### config.mk
export PLATFORM = sky130hd
export DESIGN_NAME = hbp_host_port
export DESIGN_NICKNAME = d
export VERILOG_FILES = /design/src/pkg/hbp_pkg.sv /design/src/core/hbp_host_port.sv /design/src/core/hbp_sync.sv
export SDC_FILE = /design/constraint.sdc
export NUM_CORES = 1
export LEC_CHECK = 0
export BUFFER_PORTS_ARGS = -buffer_cell sky130_fd_sc_hd__buf_2
export CORE_MARGIN = 1.5
export CORE_UTILIZATION = 59
export CTS_CLUSTER_SIZE = 40
export DETAILED_ROUTE_END_ITERATION = 8
export GPL_ROUTABILITY_DRIVEN = 0
export PLACE_DENSITY_LB_ADDON = 0.2
export SLEW_MARGIN = 10
export SYNTH_ARGS = -nofsm -noshare
export SYNTH_HDL_FRONTEND = slang
export SYNTH_HIERARCHICAL = 1
export SYNTH_SLANG_ARGS = --single-unit
### constraint.sdc
create_clock -name pclk -period 3.2 [get_ports pclk]
set_input_delay 0.64 -clock pclk [delete_from_list [all_inputs] [get_ports pclk]]
set_output_delay 0.64 -clock pclk [all_outputs]
set_load 0.02 [all_outputs]
### src/pkg/hbp_pkg.sv
`default_nettype none
package hbp_pkg;
    // Pulse reference dividers follow the pclk rate
    localparam int unsigned SYS_CLK_KHZ  = 40000;
    localparam int unsigned REF_FAST_KHZ = 500;
    localparam int unsigned REF_SLOW_KHZ = 125;
    localparam int unsigned DIV_FAST     = SYS_CLK_KHZ / REF_FAST_KHZ;
    localparam int unsigned DIV_SLOW     = SYS_CLK_KHZ / REF_SLOW_KHZ;
    localparam int unsigned DIV_W        = $clog2(DIV_SLOW);

    localparam int unsigned REARM_US     = 5;
    localparam int unsigned REARM_CYC    =
        (REARM_US * SYS_CLK_KHZ + 999) / 1000;
    localparam int unsigned HOLD_W       = $clog2(REARM_CYC + 1);
    localparam int unsigned RESET_LOW_US = 2;

    localparam int unsigned NUM_AXES     = 2;
    localparam int unsigned NUM_CAUSES   = 4;
    localparam int unsigned APB_ADDR_W   = 8;

    localparam logic [7:0] OFF_CTRL      = 8'h00;
    localparam logic [7:0] OFF_STATUS    = 8'h04;
    localparam logic [7:0] OFF_IN_DATA   = 8'h08;
    localparam logic [7:0] OFF_OUT_DATA  = 8'h0C;
    localparam logic [7:0] OFF_HOST_STAT = 8'h10;
    localparam logic [7:0] OFF_INT_CAUSE = 8'h14;

    localparam int unsigned CTRL_W         = 3;
    localparam int unsigned CTRL_ERRINT_EN = 0;
    localparam int unsigned CTRL_SRC_LSB   = 1;
    localparam logic [2:0]  CTRL_RESET     = 3'h7;

    localparam int unsigned ST_W        = 6;
    localparam int unsigned ST_IN_FULL  = 0;
    localparam int unsigned ST_IN_CMD   = 1;
    localparam int unsigned ST_OUT_FULL = 2;
    localparam int unsigned ST_ACTIVE   = 3;
    localparam int unsigned ST_FORMAT   = 4;
    localparam int unsigned ST_INT      = 5;

    localparam int unsigned CAUSE_SET_LSB = 0;
    localparam int unsigned CAUSE_CLR_LSB = 4;
    localparam int unsigned CAUSE_END_LSB = 0;
    localparam int unsigned CAUSE_ERR_LSB = 2;

    localparam int unsigned HSTAT_W     = 6;
    localparam logic [5:0]  HSTAT_RESET = 6'h00;
    localparam logic        SEL_CMD     = 1'b1;

    typedef enum logic [1:0] {
        HBP_IDLE   = 2'b01,
        HBP_ACTIVE = 2'b10
    } hbp_state_e;

    typedef struct packed {
        logic       cs_n;
        logic       reg_sel;
        logic       strobe_pin_n;
        logic       dir_rd_pin;
        logic       if_format_strap;
        logic       axis1_refclk_pick;
        logic       axis2_refclk_pick;
        logic [7:0] data_in;
    } hbp_pins_s;

    localparam hbp_pins_s PINS_IDLE = '{
        cs_n: 1'b1, reg_sel: 1'b0, strobe_pin_n: 1'b1, dir_rd_pin: 1'b1,
        if_format_strap: 1'b0, axis1_refclk_pick: 1'b0,
        axis2_refclk_pick: 1'b0, data_in: 8'h00
    };
endpackage : hbp_pkg
`default_nettype wire

### src/core/hbp_host_port.sv
`default_nettype none
module hbp_host_port
    import hbp_pkg::*;
(
    input  wire logic                  pclk,
    input  wire logic                  presetn,
    input  wire hbp_pins_s             host_pins,
    output var  logic [7:0]            data_out,
    output var  logic                  data_oe,
    output var  logic                  int_n,
    output var  logic [NUM_AXES-1:0]   axis_ref_tick,
    input  wire logic                  psel,
    input  wire logic                  penable,
    input  wire logic                  pwrite,
    input  wire logic [APB_ADDR_W-1:0] paddr,
    input  wire logic [31:0]           pwdata,
    output var  logic [31:0]           prdata,
    output var  logic                  pready,
    output var  logic                  pslverr
);
    logic [$bits(hbp_pins_s)-1:0] sp_raw;
    hbp_pins_s                    sp;

    hbp_sync #(
        .W       ($bits(hbp_pins_s)),
        .RST_VAL (PINS_IDLE)
    ) u_pin_sync (
        .pclk    (pclk),
        .presetn (presetn),
        .d       (host_pins),
        .q       (sp_raw)
    );
    assign sp = sp_raw;

    logic host_cs;
    logic acc_wr;
    logic acc_rd;

    always_comb begin
        host_cs = !sp.cs_n;
        if (sp.if_format_strap) begin
            // Combined strobe, pin two gives direction
            acc_wr = host_cs && !sp.strobe_pin_n && !sp.dir_rd_pin;
            acc_rd = host_cs && !sp.strobe_pin_n && sp.dir_rd_pin;
        end else begin
            acc_wr = host_cs && !sp.strobe_pin_n;
            acc_rd = host_cs && !sp.dir_rd_pin;
        end
    end

    // APB handshake terms
    logic apb_fire;
    logic apb_wr;
    logic apb_rd;
    logic core_clr_in;
    logic core_set_out;

    assign apb_fire     = psel && penable && pready;
    assign apb_wr       = apb_fire && pwrite;
    assign apb_rd       = apb_fire && !pwrite;
    assign core_clr_in  = apb_rd && (paddr == OFF_IN_DATA);
    assign core_set_out = apb_wr && (paddr == OFF_OUT_DATA);

    // Host port state
    logic            acc_wr_q, next_acc_wr_q;
    logic            acc_rd_q, next_acc_rd_q;
    logic            wr_sel_q, next_wr_sel_q;
    logic            rd_sel_q, next_rd_sel_q;
    logic [7:0]      wr_byte_q, next_wr_byte_q;
    logic [7:0]      in_byte, next_in_byte;
    logic            in_full, next_in_full;
    logic            in_is_cmd, next_in_is_cmd;
    logic [7:0]      out_byte, next_out_byte;
    logic            out_full, next_out_full;
    hbp_state_e      state, next_state;
    logic [7:0]      next_data_out;
    logic            next_data_oe;
    logic [HSTAT_W-1:0] hstat;
    logic            wr_end;
    logic            rd_start;
    logic            rd_end;
    logic [7:0]      rd_byte;

    assign wr_end   = acc_wr_q && !acc_wr;
    assign rd_start = acc_rd && !acc_rd_q;
    assign rd_end   = acc_rd_q && !acc_rd;
    assign rd_byte  = sp.reg_sel ? {hstat, out_full, in_full} : out_byte;

    always_comb begin
        next_acc_wr_q  = acc_wr;
        next_acc_rd_q  = acc_rd;
        // Byte and select sampled each cycle while strobe is low, held after, used at its end
        next_wr_sel_q  = acc_wr ? sp.reg_sel : wr_sel_q;
        next_wr_byte_q = acc_wr ? sp.data_in : wr_byte_q;
        next_rd_sel_q  = rd_start ? sp.reg_sel : rd_sel_q;
        next_in_byte   = wr_end ? wr_byte_q : in_byte;
        next_in_is_cmd = wr_end ? (wr_sel_q == SEL_CMD) : in_is_cmd;
        // Host write wins over a core clear in the same cycle
        next_in_full   = wr_end || (in_full && !core_clr_in);
        next_out_byte  = core_set_out ? pwdata[7:0] : out_byte;
        // Core load wins over the host draining the byte
        next_out_full  = core_set_out ||
                         (out_full && !(rd_end && rd_sel_q != SEL_CMD));
        next_data_out  = rd_start ? rd_byte : data_out;
        next_data_oe   = acc_rd;
        next_state     = state;
        unique case (state)
            HBP_IDLE: begin
                if (wr_end && wr_sel_q == SEL_CMD) begin
                    next_state = HBP_ACTIVE;
                end
            end
            HBP_ACTIVE: begin
                next_state = HBP_ACTIVE;
            end
            default: begin
                next_state = HBP_IDLE;
            end
        endcase
    end

    always_ff @(posedge pclk or negedge presetn) begin
        if (!presetn) begin
            acc_wr_q  <= 1'b0;
            acc_rd_q  <= 1'b0;
            wr_sel_q  <= 1'b0;
            rd_sel_q  <= 1'b0;
            wr_byte_q <= 8'h00;
            in_byte   <= 8'h00;
            in_full   <= 1'b0;
            in_is_cmd <= 1'b0;
            out_byte  <= 8'h00;
            out_full  <= 1'b0;
            state     <= HBP_IDLE;
            data_out  <= 8'h00;
            data_oe   <= 1'b0;
        end else begin
            acc_wr_q  <= next_acc_wr_q;
            acc_rd_q  <= next_acc_rd_q;
            wr_sel_q  <= next_wr_sel_q;
            rd_sel_q  <= next_rd_sel_q;
            wr_byte_q <= next_wr_byte_q;
            in_byte   <= next_in_byte;
            in_full   <= next_in_full;
            in_is_cmd <= next_in_is_cmd;
            out_byte  <= next_out_byte;
            out_full  <= next_out_full;
            state     <= next_state;
            data_out  <= next_data_out;
            data_oe   <= next_data_oe;
        end
    end

    // Interrupt causes: end per axis in low bits, error in high bits
    logic [NUM_CAUSES-1:0] pending, next_pending;
    logic [NUM_CAUSES-1:0] cause_set;
    logic [NUM_CAUSES-1:0] cause_clr;
    logic [NUM_CAUSES-1:0] en_mask;
    logic [HOLD_W-1:0]     hold, next_hold;
    logic                  next_int_n;
    logic                  cleared_now;
    logic [CTRL_W-1:0]     ctrl;

    always_comb begin
        cause_set = '0;
        cause_clr = '0;
        if (apb_wr && paddr == OFF_INT_CAUSE) begin
            cause_set = pwdata[CAUSE_SET_LSB +: NUM_CAUSES];
            cause_clr = pwdata[CAUSE_CLR_LSB +: NUM_CAUSES];
        end
        en_mask = {NUM_CAUSES{1'b1}};
        en_mask[CAUSE_ERR_LSB +: NUM_AXES] =
            {NUM_AXES{ctrl[CTRL_ERRINT_EN]}};
        next_pending = cause_set | (pending & ~cause_clr);
        cleared_now  = |(pending & ~next_pending);
        if (cleared_now && !int_n) begin
            next_hold = HOLD_W'(REARM_CYC);
        end else if (hold != '0) begin
            next_hold = hold - 1'b1;
        end else begin
            next_hold = hold;
        end
        next_int_n = !(|(next_pending & en_mask) && next_hold == '0);
    end

    always_ff @(posedge pclk or negedge presetn) begin
        if (!presetn) begin
            pending <= '0;
            hold    <= '0;
            int_n   <= 1'b1;
        end else begin
            pending <= next_pending;
            hold    <= next_hold;
            int_n   <= next_int_n;
        end
    end

    // APB slave, one wait-free access cycle, registered answer
    logic [31:0]        next_prdata;
    logic               next_pready;
    logic               next_pslverr;
    logic [CTRL_W-1:0]  next_ctrl;
    logic [HSTAT_W-1:0] next_hstat;
    logic [ST_W-1:0]    status;

    always_comb begin
        status              = '0;
        status[ST_IN_FULL]  = in_full;
        status[ST_IN_CMD]   = in_is_cmd;
        status[ST_OUT_FULL] = out_full;
        status[ST_ACTIVE]   = (state == HBP_ACTIVE);
        status[ST_FORMAT]   = sp.if_format_strap;
        status[ST_INT]      = !int_n;
        next_prdata  = prdata;
        next_pslverr = 1'b0;
        next_pready  = psel && !penable;
        if (psel && !penable) begin
            unique case (paddr)
                OFF_CTRL:      next_prdata = {29'h0, ctrl};
                OFF_STATUS:    next_prdata = {26'h0, status};
                OFF_IN_DATA:   next_prdata = {24'h0, in_byte};
                OFF_OUT_DATA:  next_prdata = {24'h0, out_byte};
                OFF_HOST_STAT: next_prdata = {26'h0, hstat};
                OFF_INT_CAUSE: next_prdata = {28'h0, pending};
                default: begin
                    next_prdata  = 32'h0;
                    next_pslverr = 1'b1;
                end
            endcase
        end
        next_ctrl  = (apb_wr && paddr == OFF_CTRL) ?
                     pwdata[CTRL_W-1:0] : ctrl;
        next_hstat = (apb_wr && paddr == OFF_HOST_STAT) ?
                     pwdata[HSTAT_W-1:0] : hstat;
    end

    always_ff @(posedge pclk or negedge presetn) begin
        if (!presetn) begin
            prdata  <= 32'h0;
            pready  <= 1'b0;
            pslverr <= 1'b0;
            ctrl    <= CTRL_RESET;
            hstat   <= HSTAT_RESET;
        end else begin
            prdata  <= next_prdata;
            pready  <= next_pready;
            pslverr <= next_pslverr;
            ctrl    <= next_ctrl;
            hstat   <= next_hstat;
        end
    end

    // Reference dividers; a pick change applies to the running count at once
    logic [NUM_AXES-1:0] pick;
    assign pick = {sp.axis2_refclk_pick, sp.axis1_refclk_pick};

    for (genvar a = 0; a < NUM_AXES; a++) begin : g_ref
        logic [DIV_W-1:0] cnt, next_cnt;
        logic [DIV_W-1:0] last;
        logic             next_tick;

        always_comb begin
            last = pick[a] ? DIV_W'(DIV_FAST - 1) :
                             DIV_W'(DIV_SLOW - 1);
            next_tick = 1'b0;
            next_cnt  = '0;
            if (ctrl[CTRL_SRC_LSB + a]) begin
                next_tick = (cnt >= last);
                next_cnt  = next_tick ? '0 : cnt + 1'b1;
            end
        end

        always_ff @(posedge pclk or negedge presetn) begin
            if (!presetn) begin
                cnt              <= '0;
                axis_ref_tick[a] <= 1'b0;
            end else begin
                cnt              <= next_cnt;
                axis_ref_tick[a] <= next_tick;
            end
        end
    end

    localparam int A_DIV_SLOW  = DIV_SLOW;
    localparam int A_REARM_GAP = REARM_CYC - 7;
endmodule : hbp_host_port
`default_nettype wire

### src/core/hbp_sync.sv
`default_nettype none
module hbp_sync #(
    parameter int unsigned   W       = 1,
    parameter logic [W-1:0]  RST_VAL = '0
) (
    input  wire logic         pclk,
    input  wire logic         presetn,
    input  wire logic [W-1:0] d,
    output var  logic [W-1:0] q
);
    logic [W-1:0] meta;

    // First stage feeds only the second
    always_ff @(posedge pclk or negedge presetn) begin
        if (!presetn) begin
            meta <= RST_VAL;
            q    <= RST_VAL;
        end else begin
            meta <= d;
            q    <= meta;
        end
    end
endmodule : hbp_sync
`default_nettype wire

==> run metrics, run 1 <==
outcome=finished, final reports clean; post-route ant nets=0; total number of vias=3731; fraction of layout cells with a size suffix above 1=28.9%; Worst Path Required=3.63 ns; endpoints failing hold=0; Largest delay share family, worst path=compound AO/OA/AOI/OAI gates; hpwl dp=7.53 mm; first-pass GRT wire length=18.3 mm; Worst slew margin=50.1%; Die Y=99.1 um; post-synthesis mux area share=8.88%; CP max-delay cell=a2111oi_0; Sequential Power Share=45.9%; DR WL/cell=17.2 um; Max Slew Vio Count=0; XOR/XNOR Fraction of Synth Area=2.89%; fin crit period=2.13 ns; RSZ-0062 raised after global routing=false; Critical Path Start=g_ref[0].cnt[0]; Final Cell Area=6280 um2; Iteration-0 DRC Markers=302; # resized after CTS=0; Power Density=612 nW/um2; DR vias/cell=5.83; Critical Path AT=2.56 ns; switching part of the total=25.4%; TritonCTS buffer count=17; Power Total=3.84 mW; WS Path Type=reg -> reg; YS warnings=6; Clock Power Share=44.8%; Synth Register Bits=123; vias in the first global route=3774; Post-Syn Area per Cell=12.0 um2; number of diodes=0; Die X=99.1 um; Worst Tran Pin Value=0.745 ns; Top Ports=106; largest family of logic cells by synthesized area=simple AND/OR/NAND/NOR gates; Routed WL=11.0 mm; Crit path depth=6; largest net degree at the start of global routing=55; setup bufs post-CTS=0; worst-case reg-to-reg path depth=6; CP bufs+invs=0; crit-path cells=ha_1 > a21oi_1 > o21bai_1 > a2111oi_0 > o211ai_1 > nor2_1; die area=9830 um2; total congestion overflow=0; nets=593; final period utilization=66.5%; final setup fails=0; drc violations=0; Pleak=3.03 nW; Core Region=8850 um2; fmax=470 MHz; clock slew at reported path FFs=0.06 ns; Gate power share=9.3%; Max IR drop VDD=0.000439 V; setup TNS=0 ns; post-synthesis simple-gate area fraction=13.4%; IO buf count=57; ys flop type=dfrtp_1; FF/Latch Area=3090 um2; Initial Utilization=61.6%; num rows=34; Max stage delay on crit path=0.52 ns; skew final=0.00995 ns; r2r startpoint=g_ref[0].cnt[0]; CP max FO=9; CTS H-tree lvls=4; Root Driver=clkbuf_8; Area Growth Syn to Fin=15.3%; TritonRoute pass-1 iters=8; startpoint types=flop; crit end category=flop; Hold WC Path Type=in -> async; Worst-Skew Late Latency=0.51 ns; count of flip-flops with a built-in enable after synthesis=0; Hold Buf Count CTS=0; Post-synth ARST share=100%; multi-input logic area=2130 um2; adder-cell share of the synthesized area=3.21%; switching power=977 uW; library cells used by synthesis=59; cells after synthesis=454; clock sinks=123; Seq/Total Area, Yosys=56.7%; Compound-Gate Fraction of Synth Area=9.07%; CTS tree=yes; max cap viols=0; maximum root-to-sink buffer count=2; dpl cell area=5740 um2; Tot GR Track Use=24.1%; Pint=2.87 mW; layout filler cell count=627; initial antenna violation count=0; Post-Syn Area=5450 um2
## final timing paths
path / end / slack (ns)
worst max-delay path: g_ref[0].cnt[4] / 1.07
worst min-delay path: g_ref[1].cnt[8] / 0.18
worst max register to register: g_ref[0].cnt[4] / 1.07
worst min register to register: u_pin_sync/q[6] / 0.35
max in group asynchronous: ctrl[0] / 2.20
min in group pclk: u_pin_sync/meta[11] / 0.23
## per-stage QoR
stage | hold slack (ns) | utilization [%] | cells | setup slack [ns]
2_1_floorplan | 0.331 | - | 477 | 1.34
3_5_place_dp | 0.335 | 64.9 | 608 | 0.929
4_1_cts | 0.193 | 71.0 | 640 | 1.07
5_1_grt | 0.212 | 71.0 | 640 | 0.844
3_3_place_gp | 0.333 | 64.9 | 608 | 0.946
6_report | 0.177 | 71.0 | 640 | 1.07
## worst register-to-register path, delay by kind of cell, from the launching register on
| kind | cells | cell delay, ns |
|---|---|---|
| AO/OA/AOI/OAI | 4 | 1.16 |
| flip-flops | 1 | 0.42 |
| adder cells (fa/ha/maj) | 1 | 0.25 |
| AND/OR/NAND/NOR | 1 | 0.22 |
## logic make-up (layout without fill, tap and decap cells)
group | Yosys count | in the layout
AOI/OAI and AO/OA | 67 | 67
xor gates and xnor gates | 18 | 18
adders and majority gates | 14 | 14
buffers and inverters | 52 | 107
DFF | 123 | 123
muxes | 44 | 44
other | 1 | 24
and+or+nand+nor | 135 | 135
## cell type report
type	instances	share of cell area (%)
tap	108	2.15
sequential	123	49.2
multi-input combinational	302	33.9
clock inverter	14	1.97
inverter	14	0.836
clock buffer	18	6.65
timing repair buffer	61	5.26
## state kept, by name, summed over array words and instances (netlist names), 2 cells and up
register and count:
wr_byte_q 8, hstat 6, prdata 8, in_byte 8, pending 4, state 2
ctrl 3, out_byte 8, u_pin_sync/meta 15, axis_ref_tick 2, hold 8, g_ref.cnt 18
data_out 8, u_pin_sync/q 15
## Yosys cell counts (3+ instances only)
master / number / area share [%]
dfrtp_1: 112 / 51
nand2_1: 37 / 2.5
mux2_2: 35 / 7.2
nor2_1: 33 / 2.3
buf_4: 26 / 3.6
a21oi_1: 25 / 2.3
ha_1: 14 / 3.2
inv_1: 14 / 0.96
xnor2_1: 13 / 2.1
dfstp_2: 11 / 5.3
nand3_1: 11 / 1.0
mux2i_1: 9 / 1.7
and3_1: 8 / 0.92
a222oi_1: 6 / 1.1
nand2b_1: 6 / 0.69
nand3b_1: 6 / 0.83
a221oi_1: 5 / 0.80
nor3_1: 5 / 0.46
xor2_1: 5 / 0.80
a31oi_1: 4 / 0.46
buf_2: 4 / 0.37
clkbuf_1: 4 / 0.28
nand4_1: 4 / 0.46
a21o_1: 3 / 0.41
a22oi_1: 3 / 0.41
nor2b_1: 3 / 0.34
o21ai_0: 3 / 0.28
## layer usage
metal / global-route usage, % / share of wire [%]
met5: 0 / 0
met4: 10.2 / 2.5
met3: 5.41 / 5.9
met2: 39.8 / 51
met1: 31.2 / 41
## placed cells by master (no fill, tap or decap), types with 6 or more instances in the layout
master,instances
a21oi_1,25
a222oi_1,6
and3_1,8
buf_2,56
clkbuf_16,16
conb_1,24
dfrtp_1,112
dfstp_2,11
ha_1,14
inv_1,14
mux2_2,35
mux2i_1,9
nand2_1,37
nand2b_1,6
nand3_1,11
nand3b_1,6
nor2_1,33
xnor2_1,13
## power groups by stage
stage / registers [mW] / clock network (mW) / logic, mW
final: 1.77 / 1.72 / 0.357
after global routing: 1.78 / 1.83 / 0.391
after CTS: 1.77 / 1.75 / 0.363
after detailed placement: 1.79 / 0 / 0.358
after global placement: 1.78 / 0 / 0.342
after floorplan: 1.80 / 0 / 0.212
Power figures use the tool's default switching activity.
==> inputs of run 2 (changes only) <==
ABC_AREA = 1   (was default)
CORE_UTILIZATION = 55   (was 59)
clock period = 2.1 ns   (was 3.2 ns; I/O delays follow)
==> run metrics, run 2 <==
ys flop type=dfrtp_1; Routed WL=11.5 mm; Synth Register Bits=123; post-synth top area share=50.8%; IO buf count=57; r2r startpoint=u_pin_sync/q[8]; Area Growth Syn to Fin=20.0%; total number of vias=4193; CP max FO=9; endpoints failing hold=0; Sequential Power Share=43.5%; cells after synthesis=584; clock slew at reported path FFs=0.06 ns; hold path depth=1; fraction of layout cells with a size suffix above 1=19.9%; placed cell count=769; Max Slew Vio Count=0; number of diodes=0; Post-synth ARST share=100%; crit-path cells=inv_1 > ha_1 > a21oi_1 > o21ai_0 > a21oi_1 > nand4_2 > nor3b_1; Worst Path Required=2.51 ns; Max stage delay on crit path=0.41 ns; total congestion overflow=0; count of flip-flops with a built-in enable after synthesis=0; startpoint types=flop; Critical Path AT=2.23 ns; Post-Syn Area per Cell=9.44 um2; RSZ-0062 raised after global routing=false; TritonRoute pass-1 iters=4; Max IR drop VDD=0.000803 V; Core Region=9730 um2; critical path's most frequent cell=a21oi_1; clock sinks=123; nets=741; drc violations=0; Root Driver=clkbuf_8; Initial Utilization=56.7%; Post-Syn Area=5520 um2; WS Path Type=reg -> reg; Seq/Total Area, Yosys=56.1%; DR WL/cell=14.2 um; Pint=4.68 mW; maximum root-to-sink buffer count=2; skew final=0.00729 ns; vias in the first global route=4068; fin crit period=1.82 ns; Pleak=3.25 nW; DR vias/cell=5.16; Die Y=103 um; CP bufs+invs=1; Power Density=917 nW/um2; final setup fails=0; post-route ant nets=0; Iteration-0 DRC Markers=182; most frequent cells in the layout=nand2_1 (121), dfrtp_1 (112), inv_1 (59); Largest register FFs=18; Gate power share=8.4%; Critical Path Start=u_pin_sync/q[8]; fmax=550 MHz; die area=10600 um2; crit end category=flop; YS warnings=6; Hold Path Origin=host_pins[10]; Synth area leader=dfrtp_1; library cells used by synthesis=40; Regs by FF count=g_ref.cnt (18), u_pin_sync/meta (15), u_pin_sync/q (15); switching part of the total=22.8%; max cap viols=0; Top Ports=106; most frequent cell after synthesis=nand2_1; Crit path depth=7; Worst-Skew Late Latency=0.51 ns; first-pass GRT wire length=19.1 mm; worst-case reg-to-reg path depth=7; switching power=1.38 mW; Synth top cells by count=nand2_1 (121), dfrtp_1 (112), inv_1 (59); hpwl dp=7.79 mm; TritonCTS buffer count=17; CTS tree=yes; commonest non-fill, non-tap cell in the layout=nand2_1; Layout Cells excl Fill=812; Fin Hold WS=0.0223 ns; CTS H-tree lvls=4; Largest delay share family, worst path=simple AND/OR/NAND/NOR gates; Die X=103 um; Reg with most FFs=g_ref.cnt; outcome=finished, final reports clean; num rows=36; Clock Power Share=48.1%; largest net degree at the start of global routing=75; initial antenna violation count=0; final period utilization=86.6%; setup TNS=0 ns; Synth area leaders=dfrtp_1 (51%), nand2_1 (8.2%), dfstp_2 (5.2%); Hold WC Path Type=in -> reg; Tot GR Track Use=23.7%; CP max-delay cell=dfrtp_1
==> run 2: changes by cell type after synthesis, moves of 13 or more <==
cell	before	now
nand2_1	37	121
inv_1	14	59
o21ai_0	3	41
mux2_2	35	1
nand3_1	11	26
a21oi_1	25	12
nor2_1	33	46
==> run 2: worst reg2reg max path: stages, from the launching register on <==
cell and delay, ns:
dfrtp_1 0.41, inv_1 0.06, ha_1 0.31, a21oi_1 0.12, o21ai_0 0.09, a21oi_1 0.19, nand4_2 0.27, nor3b_1 0.26
==> run 2: path summary, 6_finish.rpt <==
path	slack (ns)	end
worst max-delay path	0.28	g_ref[1].cnt[2]
worst min-delay path	0.02	u_pin_sync/meta[10]
worst max register to register	0.28	g_ref[1].cnt[2]
worst min register to register	0.34	u_pin_sync/q[9]
max in group asynchronous	1.26	state[0]
min in group asynchronous	0.25	g_ref[1].cnt[8]
==> run 2: metrics by stage <==
stage / area [um2] / setup WS (ns) / utilization, % / total power [mW]
5_1_grt: 6620 / 0.103 / 68.0 / 6.33
6_report: 6620 / 0.281 / 68.0 / 6.07
2_1_floorplan: 5600 / 0.523 / - / 2.98
3_5_place_dp: 5890 / 0.230 / 60.5 / 3.17
4_1_cts: 6600 / 0.199 / 67.9 / 6.12
3_3_place_gp: 5890 / 0.274 / 60.5 / 3.15
==> run 2: cell families after synthesis <==
family	count (synthesis)	synth area share, %
other cells	1	0.0680
xor+xnor	14	2.22
flops	123	56.1
fa+ha+maj	14	3.18
buf+inv	103	8.98
mux	1	0.204
compound gates	83	8.85
simple gates	245	20.4
==> run 2: cell type report <==
cell class	instances	area (um2)
Fill cell	780	3110
Tap cell	133	166
Clock buffer	25	494
Sequential cell	123	3090
Timing Repair Buffer	74	470
Multi-Input combinational cell	381	2020
Clock inverter	6	109
Inverter	70	267
==> run 2: what timing repair did <==
item                                    CTS  global route
resized for setup                         0             1
hold buffers                             11             1
setup buffers                             0             0
endpoints found under the setup margin    0             1
endpoints found under the hold margin   122             1
==> run 2: metal layers <==
layer / up-vias / track usage [%] / share of wire [%]
li1: 2024 / - / -
met1: 2025 / 30.3 / 42
met2: 123 / 39.3 / 51
met3: 21 / 5.15 / 4.4
met4: 0 / 10.2 / 2.3
met5: - / 0 / 0
==> run 2: power by group through the flow <==
stage / Combinational [mW] / Sequential (mW) / Clock [mW]
6_report: 0.507 / 2.64 / 2.92
2_1_floorplan: 0.283 / 2.70 / 0
3_5_place_dp: 0.491 / 2.68 / 0
3_3_place_gp: 0.475 / 2.67 / 0
5_1_grt: 0.585 / 2.66 / 3.09
4_1_cts: 0.515 / 2.64 / 2.96
